==> src/rtl/pdlc_pkg.sv <==
// Shared constants and types of the converter control register bank
package pdlc_pkg;

   // ----------------------------------------------------------------
   // Register addresses
   // ----------------------------------------------------------------
   localparam logic [7:0] ADDR_CONV_CTRL2 = 8'h05;
   localparam logic [7:0] ADDR_CORE_CODE = 8'h06;
   localparam logic [7:0] ADDR_SLEW = 8'h07;
   localparam logic [7:0] ADDR_LIN = 8'h08;

   // ----------------------------------------------------------------
   // Field positions, write masks and reset values
   // ----------------------------------------------------------------
   localparam int TRIG_BIT = 7;
   localparam int PINSEL_BIT = 6;
   localparam logic [7:0] CONV_CTRL2_WMASK = 8'hC7;
   localparam logic [7:0] CORE_WMASK = 8'h1F;
   localparam logic [7:0] SLEW_WMASK = 8'h07;
   localparam logic [7:0] LIN_WMASK = 8'h77;
   localparam logic [7:0] CONV_CTRL2_RST = 8'h40;
   localparam logic [7:0] CORE_RST_LO = 8'h14;
   localparam logic [7:0] CORE_RST_HI = 8'h1E;
   localparam logic [7:0] SLEW_RST = 8'h06;
   localparam logic [7:0] LIN_RST = 8'h00;
   localparam logic [4:0] PIN_CODE_LO = 5'h10;
   localparam logic [4:0] PIN_CODE_HI = 5'h1F;
   localparam logic [2:0] SLEW_IMMEDIATE = 3'h7;
   // Linear regulator defaults, indexed by {pin_b, pin_a}
   localparam logic [3:0][7:0] LIN_DEF_TABLE = {
      8'h77, 8'h53, 8'h35, 8'h11
   };

   // ----------------------------------------------------------------
   // Pin synchroniser bit positions
   // ----------------------------------------------------------------
   localparam int SYNC_W = 7;
   localparam int SY_CORE = 0;
   localparam int SY_LA = 1;
   localparam int SY_LB = 2;
   localparam int SY_WARM_N = 3;
   localparam int SY_UNDERVOLTAGE_LOCKOUT = 4;
   localparam int SY_POR = 5;
   localparam int SY_BKP = 6;
   // Warm reset pin idles high so release does not look like an event
   localparam logic [6:0] SYNC_RST = 7'h08;

   // ----------------------------------------------------------------
   // Timing
   // ----------------------------------------------------------------
   localparam int STEP_UV = 25000;
   localparam int BASE_RATE_UV_PER_US = 225;
   localparam int CLK_MHZ = 40;
   localparam int BASE_STEP_NS = STEP_UV * 1000 / BASE_RATE_UV_PER_US;
   localparam int STEP_BASE_CYC_DEF = BASE_STEP_NS * CLK_MHZ / 1000;
   localparam int CNT_W = 13;
   localparam logic [1:0] INIT_CYC = 2'h3;

   // ----------------------------------------------------------------
   // Types
   // ----------------------------------------------------------------
   typedef struct packed {
      logic wr;
      logic rd;
      logic [7:0] addr;
      logic [7:0] wdata;
   } pdlc_bus_t;

   typedef struct packed {
      logic [6:0] meta;
      logic [6:0] stable;
   } pdlc_sync_st_t;

   typedef struct packed {
      logic [4:0] code;
      logic [CNT_W-1:0] cnt;
      logic at_target;
   } pdlc_ramp_st_t;

   typedef struct packed {
      logic [7:0] ctrl;
      logic [7:0] core;
      logic [7:0] slew;
      logic [7:0] lin;
      logic [7:0] rdata;
      logic [4:0] core_out;
      logic [2:0] dis;
      logic [1:0] init;
   } pdlc_top_st_t;

   localparam pdlc_top_st_t TOP_RST = '{
      ctrl: CONV_CTRL2_RST, core: CORE_RST_LO, slew: SLEW_RST,
      lin: LIN_RST, rdata: 8'h00, core_out: PIN_CODE_LO,
      dis: 3'h0, init: INIT_CYC
   };

   // Cycles per 25 mV step; each rate code halves the interval
   function automatic logic [CNT_W-1:0] step_interval(
      input logic [2:0] rate,
      input logic [CNT_W-1:0] base
   );
      logic [CNT_W-1:0] v;
      v = base >> rate;
      if (v == '0) begin
         v = {{(CNT_W-1){1'b0}}, 1'b1};
      end
      return v;
   endfunction

   function automatic logic [7:0] core_default(input logic pin);
      return pin ? CORE_RST_HI : CORE_RST_LO;
   endfunction

endpackage

==> src/rtl/pdlc_sync.sv <==
// Two-flop synchroniser for the asynchronous pins
`timescale 1ns/10ps
module pdlc_sync (
   // Clock and reset
   input wire logic i_ref_clk,
   input wire logic i_rst_n,
   input wire logic i_clk_en,
   // Pins
   input wire logic [6:0] i_async,
   output logic [6:0] o_sync
);

   pdlc_pkg::pdlc_sync_st_t q;
   pdlc_pkg::pdlc_sync_st_t d;

   // Meta stage feeds only the stable stage
   always_comb begin
      d = q;
      d.meta = i_async;
      d.stable = q.meta;
   end

   always_ff @(posedge i_ref_clk) begin
      if (!i_rst_n) begin
         q <= '{meta: pdlc_pkg::SYNC_RST, stable: pdlc_pkg::SYNC_RST};
      end else if (i_clk_en) begin
         q <= d;
      end
   end

   assign o_sync = q.stable;

endmodule

==> src/rtl/pdlc_ramp.sv <==
// Voltage code ramp engine for the core buck
`timescale 1ns/10ps
module pdlc_ramp #(
   parameter int STEP_BASE_CYC = pdlc_pkg::STEP_BASE_CYC_DEF
) (
   // Clock and reset
   input wire logic i_ref_clk,
   input wire logic i_rst_n,
   input wire logic i_clk_en,
   // Control
   input wire logic i_run,
   input wire logic [4:0] i_target,
   input wire logic [2:0] i_rate,
   input wire logic i_load,
   input wire logic [4:0] i_load_code,
   // Status
   output logic [4:0] o_code,
   output logic o_at_target
);

   localparam logic [pdlc_pkg::CNT_W-1:0] BASE =
      pdlc_pkg::CNT_W'(STEP_BASE_CYC);

   pdlc_pkg::pdlc_ramp_st_t q;
   pdlc_pkg::pdlc_ramp_st_t d;
   logic [pdlc_pkg::CNT_W-1:0] interval;

   // Target is read live, so a rewrite mid-ramp bends the path
   always_comb begin
      d = q;
      d.at_target = 1'b0;
      interval = pdlc_pkg::step_interval(i_rate, BASE);
      if (i_load) begin
         d.code = i_load_code;
         d.cnt = '0;
      end else if (i_run) begin
         if (q.code == i_target) begin
            d.at_target = 1'b1;
            d.cnt = '0;
         end else if (i_rate == pdlc_pkg::SLEW_IMMEDIATE) begin
            d.code = i_target;
            d.cnt = '0;
         end else if (q.cnt >= interval - 1'b1) begin
            d.cnt = '0;
            d.code = (q.code < i_target) ? q.code + 5'h1 : q.code - 5'h1;
         end else begin
            d.cnt = q.cnt + 1'b1;
         end
      end else begin
         d.cnt = '0;
      end
   end

   always_ff @(posedge i_ref_clk) begin
      if (!i_rst_n) begin
         q <= '{code: pdlc_pkg::CORE_RST_LO[4:0], cnt: '0, at_target: 1'b0};
      end else if (i_clk_en) begin
         q <= d;
      end
   end

   assign o_code = q.code;
   assign o_at_target = q.at_target;

endmodule

==> src/rtl/pdlc_top.sv <==
// Converter control, core voltage, slew and linear regulator registers
//
// Functional notes
// - Trigger write ramps core code at slew rate
// - Trigger clear keeps core voltage unchanged
// - Trigger self-clears when internal code hits target
// - Pin-select chooses register or default pin voltage
// - Pin-select returns to one on reset events
// - Discharge bits act while their converter disabled
// - Core code: 0.8 V plus 25 mV steps
// - Core default bit4 set, low bits from pin
// - Core register reloads on all reset events
// - Slew code doubles rate; top code immediate
// - Slew register bits 2-0 default 110
// - Linear codes: b in 6-4, a in 2-0
// - Undervoltage loads linear codes from default pins
// - Converter control at 05h, resets to 40h
`timescale 1ns/10ps
module pdlc_top #(
   parameter int STEP_BASE_CYC = pdlc_pkg::STEP_BASE_CYC_DEF
) (
   // Clock and reset
   input wire logic i_ref_clk,
   input wire logic i_rst_n,
   input wire logic i_clk_en,
   // Register port
   input wire pdlc_pkg::pdlc_bus_t i_bus,
   output logic [7:0] o_rdata,
   // Pins and reset sources
   input wire logic i_core_default_pin,
   input wire logic i_linear_default_pin_a,
   input wire logic i_linear_default_pin_b,
   input wire logic i_warm_reset_pin_n,
   input wire logic i_undervoltage_lockout,
   input wire logic i_power_on_reset_out,
   input wire logic i_backup_supply_low,
   // Converter state
   input wire logic [2:0] i_conv_enabled,
   // Regulator controls
   output logic [4:0] o_core_code,
   output logic [2:0] o_lin_a_code,
   output logic [2:0] o_lin_b_code,
   output logic [2:0] o_discharge,
   output logic o_trigger_busy
);

   // ----------------------------------------------------------------
   // Pin synchronisation
   // ----------------------------------------------------------------
   logic [6:0] pins_raw;
   logic [6:0] sy;

   assign pins_raw = {i_backup_supply_low, i_power_on_reset_out,
                      i_undervoltage_lockout, i_warm_reset_pin_n,
                      i_linear_default_pin_b, i_linear_default_pin_a,
                      i_core_default_pin};

   pdlc_sync u_sync (
      .i_ref_clk(i_ref_clk),
      .i_rst_n(i_rst_n),
      .i_clk_en(i_clk_en),
      .i_async(pins_raw),
      .o_sync(sy)
   );

   // ----------------------------------------------------------------
   // Reset events
   // ----------------------------------------------------------------
   pdlc_pkg::pdlc_top_st_t q;
   pdlc_pkg::pdlc_top_st_t d;
   logic undervoltage_lockout_ev;
   logic full_ev;
   logic core_pin;
   logic [7:0] core_def;
   logic [7:0] lin_def;

   // Init cycles stand in for undervoltage so pin defaults are caught
   // only once the synchroniser holds real pin levels
   assign undervoltage_lockout_ev = sy[pdlc_pkg::SY_UNDERVOLTAGE_LOCKOUT] || (q.init != 2'h0);
   assign full_ev = undervoltage_lockout_ev || !sy[pdlc_pkg::SY_WARM_N] ||
                    sy[pdlc_pkg::SY_POR] || sy[pdlc_pkg::SY_BKP];
   assign core_pin = sy[pdlc_pkg::SY_CORE];
   assign core_def = pdlc_pkg::core_default(core_pin);
   assign lin_def = pdlc_pkg::LIN_DEF_TABLE[{sy[pdlc_pkg::SY_LB],
                                              sy[pdlc_pkg::SY_LA]}];

   // ----------------------------------------------------------------
   // Ramp engine
   // ----------------------------------------------------------------
   logic [4:0] ramp_code;
   logic ramp_at;

   pdlc_ramp #(
      .STEP_BASE_CYC(STEP_BASE_CYC)
   ) u_ramp (
      .i_ref_clk(i_ref_clk),
      .i_rst_n(i_rst_n),
      .i_clk_en(i_clk_en),
      .i_run(q.ctrl[pdlc_pkg::TRIG_BIT]),
      .i_target(q.core[4:0]),
      .i_rate(q.slew[2:0]),
      .i_load(full_ev),
      .i_load_code(core_def[4:0]),
      .o_code(ramp_code),
      .o_at_target(ramp_at)
   );

   // ----------------------------------------------------------------
   // Register file
   // ----------------------------------------------------------------
   function automatic logic [7:0] reg_read(
      input pdlc_pkg::pdlc_top_st_t s,
      input logic [7:0] addr
   );
      logic [7:0] v;
      v = 8'h00;
      case (addr)
         pdlc_pkg::ADDR_CONV_CTRL2: v = s.ctrl;
         pdlc_pkg::ADDR_CORE_CODE: v = s.core;
         pdlc_pkg::ADDR_SLEW: v = s.slew;
         pdlc_pkg::ADDR_LIN: v = s.lin;
         default: v = 8'h00;
      endcase
      return v;
   endfunction

   logic wr_go;

   assign wr_go = i_bus.wr && (i_bus.addr == pdlc_pkg::ADDR_CONV_CTRL2) &&
                  i_bus.wdata[pdlc_pkg::TRIG_BIT];

   always_comb begin
      d = q;
      if (q.init != 2'h0) begin
         d.init = 2'(q.init - 2'h1);
      end
      // Self clear first, so a write of the trigger in the same cycle wins
      if (q.ctrl[pdlc_pkg::TRIG_BIT] && ramp_at && !wr_go) begin
         d.ctrl[pdlc_pkg::TRIG_BIT] = 1'b0;
      end
      if (i_bus.wr) begin
         case (i_bus.addr)
            pdlc_pkg::ADDR_CONV_CTRL2: begin
               d.ctrl = i_bus.wdata & pdlc_pkg::CONV_CTRL2_WMASK;
            end
            pdlc_pkg::ADDR_CORE_CODE: begin
               d.core = i_bus.wdata & pdlc_pkg::CORE_WMASK;
            end
            pdlc_pkg::ADDR_SLEW: begin
               d.slew = i_bus.wdata & pdlc_pkg::SLEW_WMASK;
            end
            pdlc_pkg::ADDR_LIN: begin
               // Reserved bits dropped even if software breaks the habit
               d.lin = i_bus.wdata & pdlc_pkg::LIN_WMASK;
            end
            default: begin
               d.ctrl = d.ctrl;
            end
         endcase
      end
      // Reset events override a same-cycle write only in the fields they reload
      if (undervoltage_lockout_ev) begin
         d.ctrl[pdlc_pkg::TRIG_BIT] = 1'b0;
         d.ctrl[2:0] = 3'h0;
         d.slew = pdlc_pkg::SLEW_RST;
         d.lin = lin_def;
      end
      if (full_ev) begin
         d.ctrl[pdlc_pkg::PINSEL_BIT] = 1'b1;
         d.core = core_def;
      end
      // Pin-select picks the pin default, else the ramped code
      if (q.ctrl[pdlc_pkg::PINSEL_BIT]) begin
         d.core_out = core_pin ? pdlc_pkg::PIN_CODE_HI :
                                 pdlc_pkg::PIN_CODE_LO;
      end else begin
         d.core_out = ramp_code;
      end
      d.dis = q.ctrl[2:0] & ~i_conv_enabled;
      if (i_bus.rd) begin
         d.rdata = reg_read(q, i_bus.addr);
      end
   end

   always_ff @(posedge i_ref_clk) begin
      if (!i_rst_n) begin
         q <= pdlc_pkg::TOP_RST;
      end else if (i_clk_en) begin
         q <= d;
      end
   end

   // ----------------------------------------------------------------
   // Outputs
   // ----------------------------------------------------------------
   assign o_rdata = q.rdata;
   assign o_core_code = q.core_out;
   assign o_lin_a_code = q.lin[2:0];
   assign o_lin_b_code = q.lin[6:4];
   assign o_discharge = q.dis;
   assign o_trigger_busy = q.ctrl[pdlc_pkg::TRIG_BIT];
endmodule

==> config.mk <==
export PLATFORM = sky130hd
export DESIGN_NAME = pdlc_top
export DESIGN_NICKNAME = d
export VERILOG_FILES = /design/src/rtl/pdlc_pkg.sv /design/src/rtl/pdlc_sync.sv /design/src/rtl/pdlc_ramp.sv /design/src/rtl/pdlc_top.sv
export SDC_FILE = /design/constraint.sdc
export NUM_CORES = 1
export LEC_CHECK = 0
export BUFFER_PORTS_ARGS = -buffer_cell sky130_fd_sc_hd__buf_2
export CAP_MARGIN = 20
export CORE_MARGIN = 8
export CORE_UTILIZATION = 51
export CTS_BUF_LIST = sky130_fd_sc_hd__clkbuf_4
export DETAILED_ROUTE_END_ITERATION = 7
export PLACE_DENSITY = 0.8
export RECOVER_POWER = 100
export SLEW_MARGIN = 20
export SYNTH_ARGS = -nofsm -noshare
export SYNTH_HDL_FRONTEND = slang
export SYNTH_SLANG_ARGS = --single-unit
==> constraint.sdc <==
create_clock -name i_ref_clk -period 3.45 [get_ports i_ref_clk]
set_input_delay 0 -clock i_ref_clk [delete_from_list [all_inputs] [get_ports i_ref_clk]]
set_output_delay 0 -clock i_ref_clk [all_outputs]
set_load 0.01 [all_outputs]
==> impl_metrics.yaml, run 1 <==
sta:
  period_needed_ns: 3.20
  rsz0062_at_grt: "false"
  slew_violations: 0
  hold_viol_final: 0
  setup_violations: 0
  max_freq_ghz: 0.313
  max-slew-margin-rel_pct: 2.42
  finalCritPeriodShare_pct: 92.6
  worst_pin_slew_ns: 1.46
  worst_clock_skew_ns: 0.0166
  setup_tns_ns: 0
  fin_ws_ns: 0.254
yosys:
  ys_ff_latch: 70
  synth_top_cell_by_area: "dfxtp_1"
  syn_avg_cell_area_sq_um: 8.32
  synth_fa_ha_area_share_pct: 8.08
  ys.flop_type: "dfxtp_1"
  syn_area_sq_um: 3970
  netlist_instances: 477
  yosys.area_share.simple_pct: 23.2
  yosys-top-cells-area: "dfxtp_1, ha_1, nand2_1"
  synth_top_area_share_pct: 35.3
  synth_xor_xnor_area_share_pct: 2.43
  synth_fp_nets: 533
  synth_edf_count: 0
  synthArstFlopShare_pct: 0
  synth-compound-area-share_pct: 17.6
  synth_top_family_by_area: "simple AND/OR/NAND/NOR gates"
  synth.distinct_cells: 60
  ys_warn_count: 0
  muxShareOfSynthArea_pct: 5.55
  seq_area_frac_synth_pct: 35.3
clock_network:
  h-tree-depth: 3
  numCtsBuffers: 9
  clk_path_buf_depth: 2
  cts_root_buffer: "clkbuf_4"
  clk_pin_slew_worst_paths_ns: 0.12
  clkLatencyLatePin_ns: 0.41
  post_cts_buffers: 0
  cts_tree: "yes"
  cts_sinks: 70
place:
  place_ws_ns: 0.144
  routabilityCongestion: 0.870
  portBuffers: 53
  dp.cells: 592
  hpwlAfterDp_um: 6960
floorplan:
  std_cell_rows: 32
  die_h_um: 104
  io_pins: 54
  core-area_sq_um: 7650
  die_w_um: 104
  start_util_pct: 51.9
  die_area_sq_um: 10900
route:
  via_per_inst: 5.65
  drc: 0
  postRouteAntennaNets: 0
  wl_per_cell_um: 15.4
  detail_route.first_pass.iterations: 8
  via_count: 3579
  drt_iter0_markers: 357
  drt_wl_total_um: 9760
pwr:
  vdd_drop_max_uv: 281
  p_int_mw: 1.32
  power.density_nw_per_um2: 392
  p_sw_share_pct: 25.6
  finalPower_mw: 1.77
  clkPwrFrac_pct: 38.9
  leakagePower_nw: 1.89
  seq_power_share_pct: 47.9
  comb_power_share_pct: 13.2
  switching_power_mw: 0.453
final_layout:
  regArea_sq_um: 1400
  num-nets-final: 582
  area_growth_pct: 14.0
  antennaDiodeCount: 0
  stdcell_count: 633
  final_layout_size_suffix_gt1_share_pct: 11.5
  fill_cells: 678
  multi_input_area_sq_um: 2240
global_routing:
  grt_overflow: 0
  grt_pass1_vias: 3453
  grt_pass1_wl_um: 16700
  antenna_found_initial: 0
  grt_max_degree: 42
  grtUsageTotal_pct: 18.4
worst_setup_path:
  endpoint: "u_ramp.o_code[3]"
  critPathCaptureType: "register"
  critPathKind: "register to register"
  r2r-start: "q[27]"
  r2r_end: "u_ramp.o_code[3]"
  startpoint: "q[27]"
  rr_worst_depth: 13
  cp-start-kind: "register"
  rrSetupSlack_ns: 0.25
  cp.required_ns: 3.76
  arrival_ns: 3.51
  worst-path-max-fanout: 11
min_path:
  min_from: "i_bus[8]"
  min_path_type: "input port to register"
outcome:
  status: "completed"
job:
  cap_violations: 0
## synthesized netlist by cell type (3+ instances only)
library cell and count:
and3_1 8, inv_1 15, mux2i_1 22, dfxtp_1 70, nand2_1 61, nor2_1 49
buf_4 23, a21oi_1 30, clkbuf_1 17, ha_1 24, o21ai_1 9, nor3b_1 4
nand3_1 14, xnor2_1 5, a222oi_1 3, a21o_1 11, nand2b_1 7, xor2_1 6
o211ai_1 3, a31oi_1 4, and2_1 3, nor2b_1 3, o21ai_0 20, a22oi_1 5
nor3_1 6, nand4_1 10, a211oi_1 3, a311oi_1 4
## kinds of logic after synthesis
logic type | after synthesis
compound gates | 108
mux | 22
flops | 70
simple gates | 182
buf+inv | 59
xor+xnor | 11
fa+ha+maj | 25
## state kept, by name, summed over array words and instances, names as in the netlist
signal / count
u_ramp.o_at_target: 1
o_lin_a_code: 3
q: 14
o_core_code: 5
u_ramp.q: 13
o_rdata: 8
o_trigger_busy: 1
u_sync.d: 7
u_sync.o_sync: 7
o_discharge: 3
u_ramp.o_code: 5
o_lin_b_code: 3
## power groups by stage
| stage | Combinational (mW) | Sequential (mW) | Clock [mW] |
|---|---|---|---|
| after floorplan | 0.168 | 0.860 | 0 |
| after global placement | 0.208 | 0.867 | 0 |
| after detailed placement | 0.215 | 0.867 | 0 |
| after CTS | 0.236 | 0.849 | 0.696 |
| after global routing | 0.259 | 0.853 | 0.736 |
| final | 0.234 | 0.850 | 0.689 |
## metal layers
metal,up-vias,share of wire (%),global-route usage [%]
met5,-,0,0
met4,0,2.6,7.86
met3,22,6.0,3.53
met2,131,48,29.9
met1,1655,43,23.3
li1,1771,-,-
## stage by stage
stage	hold slack [ns]	cell area, sq um	util (%)
3_5_place_dp	0.232	4130	54.0
6_report	0.0650	4520	59.1
2_1_floorplan	0.128	3970	-
3_3_place_gp	0.215	4130	54.0
5_1_grt	0.0454	4520	59.1
4_1_cts	0.0185	4570	59.8
## how the worst min path moves through the flow
stage	end	slack, ns	depth (start not counted)
after floorplan	u_sync.d[3]	0.13	2
after global placement	u_sync.d[3]	0.22	3
after detailed placement	u_sync.d[3]	0.23	3
after CTS	q[44]	0.02	3
after global routing	o_rdata[3]	0.05	4
final	o_rdata[3]	0.06	4
## layout by cell type (no fill, tap or decap), drive strengths merged, types with 16 or more instances in the layout
cell         count
inv             16
o21ai           29
a21oi           31
ha              24
nor2            53
mux2i           22
dfxtp           70
nand2           61
buf             31
dlygate4sd3     25
clkbuf          36
## worst max-delay path, cell delays in order, from the launching register on
cell,delay [ns]
dfxtp_1,0.52
nor2b_1,0.29
a21oi_1,0.11
ha_1,0.24
nand2_1,0.07
nor2_1,0.04
a21oi_1,0.14
ha_1,0.15
o21ai_0,0.08
a2111oi_1,0.46
a22oi_2,0.20
a31oi_2,0.43
o21ai_1,0.12
o32ai_1,0.25
## repair_timing
action / 4_1_cts / 5_1_grt
hold buffers: 25 / 0
endpoints found under the setup margin: 0 / 13
gates resized for setup: 0 / 3
endpoints found under the hold margin: 35 / 0
## final cells by class
class,instances,area share [%]
repair buffers,81,11.2
well taps,102,2.82
flip-flops and latches,70,31.0
clock buffers,11,1.83
inverters,16,1.33
multi-input cells,348,49.5
clock inverters,5,2.35
Note: power is estimated with default switching activity, not from simulation.
==> run 2, diff against run 1 <==
--- a/config.mk
+++ b/config.mk
@@ -11,8 +11,10 @@
 export CORE_UTILIZATION = 51
 export CTS_BUF_LIST = sky130_fd_sc_hd__clkbuf_4
 export DETAILED_ROUTE_END_ITERATION = 7
+export MAX_ROUTING_LAYER = met4
 export PLACE_DENSITY = 0.8
 export RECOVER_POWER = 100
+export SKIP_CTS_REPAIR_TIMING = 1
 export SLEW_MARGIN = 20
 export SYNTH_ARGS = -nofsm -noshare
 export SYNTH_HDL_FRONTEND = slang
==> run 2 against run 1 <==
  * The run now ends with hold timing, capacitance limit, slew limit left
  * Largest cell class unchanged
  * Core utilization fell by 0.16 points
  * Clock power fell by 9.3%
  * Highest routed layer unchanged
  * First-iteration DRC count fell by 15%
  * Largest power group unchanged
  * Register-to-register slack got worse by 0.04 ns
==> impl_metrics.yaml, run 2 (synthesized netlist as in run 1, its figures left out) <==
outcome:
  status: "finished with violations"
  violations: "hold timing, capacitance limit, slew limit"
worst_setup_path:
  cp.required_ns: 3.77
  slowest_delay_ns: 0.51
  worst-path-max-fanout: 10
  critPathKind: "register to register"
  arrival_ns: 3.55
  path_cells: "nor2b_1, a21oi_1, ha_1, nand2_1, nor2_1, a21oi_1, ha_1, o21ai_0, a2111oi_1, a22oi_2, a31o_1, a2111oi_0, o21ai_1"
  startpoint: "q[28]"
  r2r-start: "q[28]"
  critPathCaptureType: "register"
  crit_family: "compound AO/OA/AOI/OAI gates"
  cp-start-kind: "register"
  crit_buf_inv: 0
  critPathSlowestCell: "dfxtp_1"
global_routing:
  grt_busiest_layer: "met2"
  met1_usage_pct: 21.9
  antenna_found_initial: 0
  grtUsageTotal_pct: 18.2
  grt_pass1_vias: 3290
  grt_overflow: 0
  grt_pass1_wl_um: 15900
  use_met2_pct: 29.0
  gr-usage-met3_pct: 4.09
  grt_max_degree: 42
sta:
  max-slew-margin-rel_pct: -21.1
  worst_clock_skew_ns: 0.0134
  finalCritPeriodShare_pct: 93.7
  fin_ws_ns: 0.217
  rsz0062_at_grt: "false"
  hold_viol_final: 1
  worst_pin_slew_ns: 1.82
  slew_violations: 42
  max_freq_ghz: 0.309
  whs_ns: -0.0135
  setup_violations: 0
  period_needed_ns: 3.23
  setup_tns_ns: 0
clock_network:
  cts_sinks: 70
  cts_root_buffer: "clkbuf_4"
  clkLatencyLatePin_ns: 0.44
  cts_tree: "yes"
  h-tree-depth: 3
  numCtsBuffers: 9
  clk_pin_slew_worst_paths_ns: 0.12
  clk_path_buf_depth: 2
route:
  via_count: 3542
  via_per_inst: 5.60
  drc: 0
  drt_wl_total_um: 9880
  drt_iter0_markers: 304
  postRouteAntennaNets: 0
  detail_route.first_pass.iterations: 4
  wl_per_cell_um: 15.6
final_layout:
  fill_cells: 651
  final_cell_mix: "dfxtp_1, nand2_1, nor2_1, a21oi_1, buf_2"
  stdcell_area_sq_um: 4510
  top_register: "q"
  num-nets-final: 582
  antennaDiodeCount: 0
  final_layout_size_suffix_gt1_share_pct: 11.1
  largest_reg_flops: 14
  final_util_pct: 59.0
  area_growth_pct: 13.7
  stdcell_count: 633
  final_common_cell: "dfxtp_1"
min_path:
  min_from: "i_bus[17]"
  min_path_type: "input port to register"
place:
  routabilityCongestion: 0.873
  place_ws_ns: 0.136
  hpwlAfterDp_um: 7070
  dp.cells: 592
  portBuffers: 53
  placed_cell_area_sq_um: 4130
floorplan:
  die_area_sq_um: 10900
  io_pins: 54
  core-area_sq_um: 7650
  std_cell_rows: 32
  die_w_um: 104
  die_h_um: 104
  start_util_pct: 51.9
pwr:
  leakagePower_nw: 1.88
  finalPower_mw: 1.71
  vdd_drop_max_uv: 254
  power.density_nw_per_um2: 379
job:
  cap_violations: 1
-- run 2: changes by cell type in the layout (fill, tap and decap cells not counted), sizes merged --
cell | previous run | this run
buf | 31 | 30
bufinv | 3 | 2
inv | 16 | 17
clkinv | 1 | 2
-- run 2: power breakdown --
group	total (mW)	internal (mW)	switching (mW)
Combinational	0.234	0.101	0.133
Sequential	0.851	0.831	0.0196
Clock	0.625	0.308	0.317
Total	1.71	1.24	0.469
-- run 2: metal layers --
metal	share of wire, %	vias to the layer above
li1	-	1775
met1	42	1636
met2	50	115
met3	6.1	16
met4	1.8	0
met5	0	-
-- run 2: final cells by class --
cell class	count	area, sq um	share of cell area (%)
clock buffer	10	75.1	1.66
sequential	70	1400	31.1
tap	102	128	2.83
inverter	16	60.1	1.33
clock inverter	6	93.8	2.08
timing repair buffer	81	500	11.1
multi-input combinational	348	2250	49.9
-- run 2: worst register-to-register path: stages, from the launching register on --
cell and delay [ns]:
dfxtp_1 0.51, nor2b_1 0.15, a21oi_1 0.20, ha_1 0.22
nand2_1 0.07, nor2_1 0.08, a21oi_1 0.05, ha_1 0.29
o21ai_0 0.08, a2111oi_1 0.50, a22oi_2 0.23, a31o_1 0.29
a2111oi_0 0.38, o21ai_1 0.09
-- run 2: worst paths after layout --
check                           to  slack, ns  depth (start not counted)
setup reg to reg  u_ramp.o_code[4]       0.22                         13
setup / recovery  u_ramp.o_code[4]       0.22                         13
hold / removal     o_lin_a_code[2]      -0.01                          3
hold reg to reg         o_rdata[7]       0.46                          2
==> run 3, diff against run 2 <==
==> constraint.sdc (replaced) <==
create_clock -name i_ref_clk -period 3.7 [get_ports i_ref_clk]
set_input_delay 0 -clock i_ref_clk [delete_from_list [all_inputs] [get_ports i_ref_clk]]
set_output_delay 0 -clock i_ref_clk [all_outputs]
set_load 0.01 [all_outputs]
==> run 3 against run 2 <==
  * The flow still finishes with violations (hold timing, capacitance limit, slew limit)
  * First-iteration DRC count fell by 2.6%
  * Final cell count fell by 0.63%
  * Core utilization fell by 0.85 points
  * Critical path type unchanged
==> impl_metrics.yaml, run 3 (synthesized netlist as in run 1, its figures left out) <==
final_layout:
  area_growth_pct: 12.1
  num-nets-final: 578
  final_common_cell: "dfxtp_1"
  antennaDiodeCount: 0
  top_register: "q"
  final_layout_size_suffix_gt1_share_pct: 11.4
  final_cell_mix: "dfxtp_1, nand2_1, nor2_1, a21oi_1, buf_2"
  stdcell_area_sq_um: 4440
  largest_reg_flops: 14
floorplan:
  die_area_sq_um: 10900
  die_h_um: 104
  core-area_sq_um: 7650
  std_cell_rows: 32
  die_w_um: 104
  start_util_pct: 51.9
  io_pins: 54
route:
  postRouteAntennaNets: 0
  met2_length_um: 4820
  top_layer_used: "met4"
  drt_iter0_markers: 296
  via_per_inst: 5.72
  via_count: 3595
  drc: 0
  met1Wirelength_um: 4470
  wl_per_cell_um: 15.7
  detail_route.first_pass.iterations: 4
  drt_wl_total_um: 9880
  wl_met3_um: 425
clock_network:
  clk_path_buf_depth: 2
  cts_sinks: 70
  h-tree-depth: 3
  cts_root_buffer: "clkbuf_4"
  clkLatencyLatePin_ns: 0.41
  clk_pin_slew_worst_paths_ns: 0.12
  numCtsBuffers: 9
  cts_tree: "yes"
pwr:
  power.density_nw_per_um2: 336
  p_sw_share_pct: 28.4
  p_int_mw: 1.07
  leakagePower_nw: 1.86
  comb_power_share_pct: 14.5
  seq_power_share_pct: 53.1
  switching_power_mw: 0.424
  clkPwrFrac_pct: 32.4
  vdd_drop_max_uv: 235
sta:
  period_needed_ns: 3.34
  hold_viol_final: 1
  setup_violations: 0
  max_freq_ghz: 0.299
  worst_pin_slew_ns: 1.82
  setup_tns_ns: 0
  slew_violations: 42
  finalCritPeriodShare_pct: 90.3
  rsz0062_at_grt: "false"
  worst_clock_skew_ns: 0.00896
  max-slew-margin-rel_pct: -21.3
  whs_ns: -0.0115
worst_setup_path:
  critPathKind: "register to register"
  arrival_ns: 3.60
  cp-start-kind: "register"
  cp.required_ns: 3.96
  critPathCaptureType: "register"
  worst-path-max-fanout: 10
  slowest_delay_ns: 0.54
  critPathSlowestCell: "a2111oi_0"
  path_cells: "nor2b_1, a21oi_1, ha_1, nand2_1, nor2_1, a21oi_1, ha_1, o21ai_0, a2111oi_0, a22oi_2, a31o_1, a2111oi_0, o21ai_1"
  rrSetupSlack_ns: 0.36
global_routing:
  antenna_found_initial: 0
  grtUsageTotal_pct: 18.1
  grt_overflow: 0
  grt_max_degree: 43
  grt_pass1_vias: 3300
  grt_pass1_wl_um: 15900
outcome:
  status: "finished with violations"
  violations: "hold timing, capacitance limit, slew limit"
job:
  cap_violations: 1
place:
  placed_cell_area_sq_um: 4120
  routabilityCongestion: 0.870
  portBuffers: 53
  hpwlAfterDp_um: 7020
min_path:
  min_path_type: "input port to register"
==> run 3: layer usage <==
layer | vias to the layer above | track usage, %
li1 | 1764 | -
met1 | 1701 | 22.5
met2 | 111 | 29.0
met3 | 19 | 2.79
met4 | 0 | 6.62
met5 | - | -
==> run 3: power by group through the flow <==
stage	logic, mW	registers [mW]	clock network, mW
6_report	0.216	0.793	0.484
5_1_grt	0.239	0.796	0.522
4_1_cts	0.201	0.792	0.492
3_5_place_dp	0.200	0.809	0
3_3_place_gp	0.194	0.808	0
2_1_floorplan	0.156	0.802	0
==> run 3: cell type report <==
class / instances / area [sq um]
Inverter: 16 / 60.1
Clock buffer: 9 / 67.6
Timing Repair Buffer: 77 / 467
Clock inverter: 7 / 63.8
Sequential cell: 70 / 1400
Tap cell: 102 / 128
Multi-Input combinational cell: 348 / 2260
Fill cell: 680 / 3200
==> run 3: stage by stage <==
stage                     total power [mW]  setup WS (ns)  util (%)  instances
final                                 1.49          0.359      58.1        629
after global routing                  1.56         0.0484      58.1        629
after floorplan                      0.959          0.753         -        477
after detailed placement              1.01          0.317      53.9        591
after CTS                             1.49          0.278      55.6        607
after global placement                1.00          0.542      53.9        591
==> run 3: worst max-delay path: cells and delay by family, from the launching register on <==
| family | cells | cell delay [ns] |
|---|---|---|
| AO/OA/AOI/OAI | 8 | 1.87 |
| AND/OR/NAND/NOR | 3 | 0.29 |
| flip-flops | 1 | 0.52 |
| adder cells (fa/ha/maj) | 2 | 0.50 |
==> run 3: worst paths after layout <==
| kind | from | to | cells after the start |
|---|---|---|---|
| max | q[28] | u_ramp.o_code[4] | 13 |
| min | i_bus[17] | o_lin_b_code[1] | 3 |
| max reg2reg | q[28] | u_ramp.o_code[4] | 13 |
| min reg2reg | u_ramp.o_at_target | u_ramp.o_at_target | 2 |
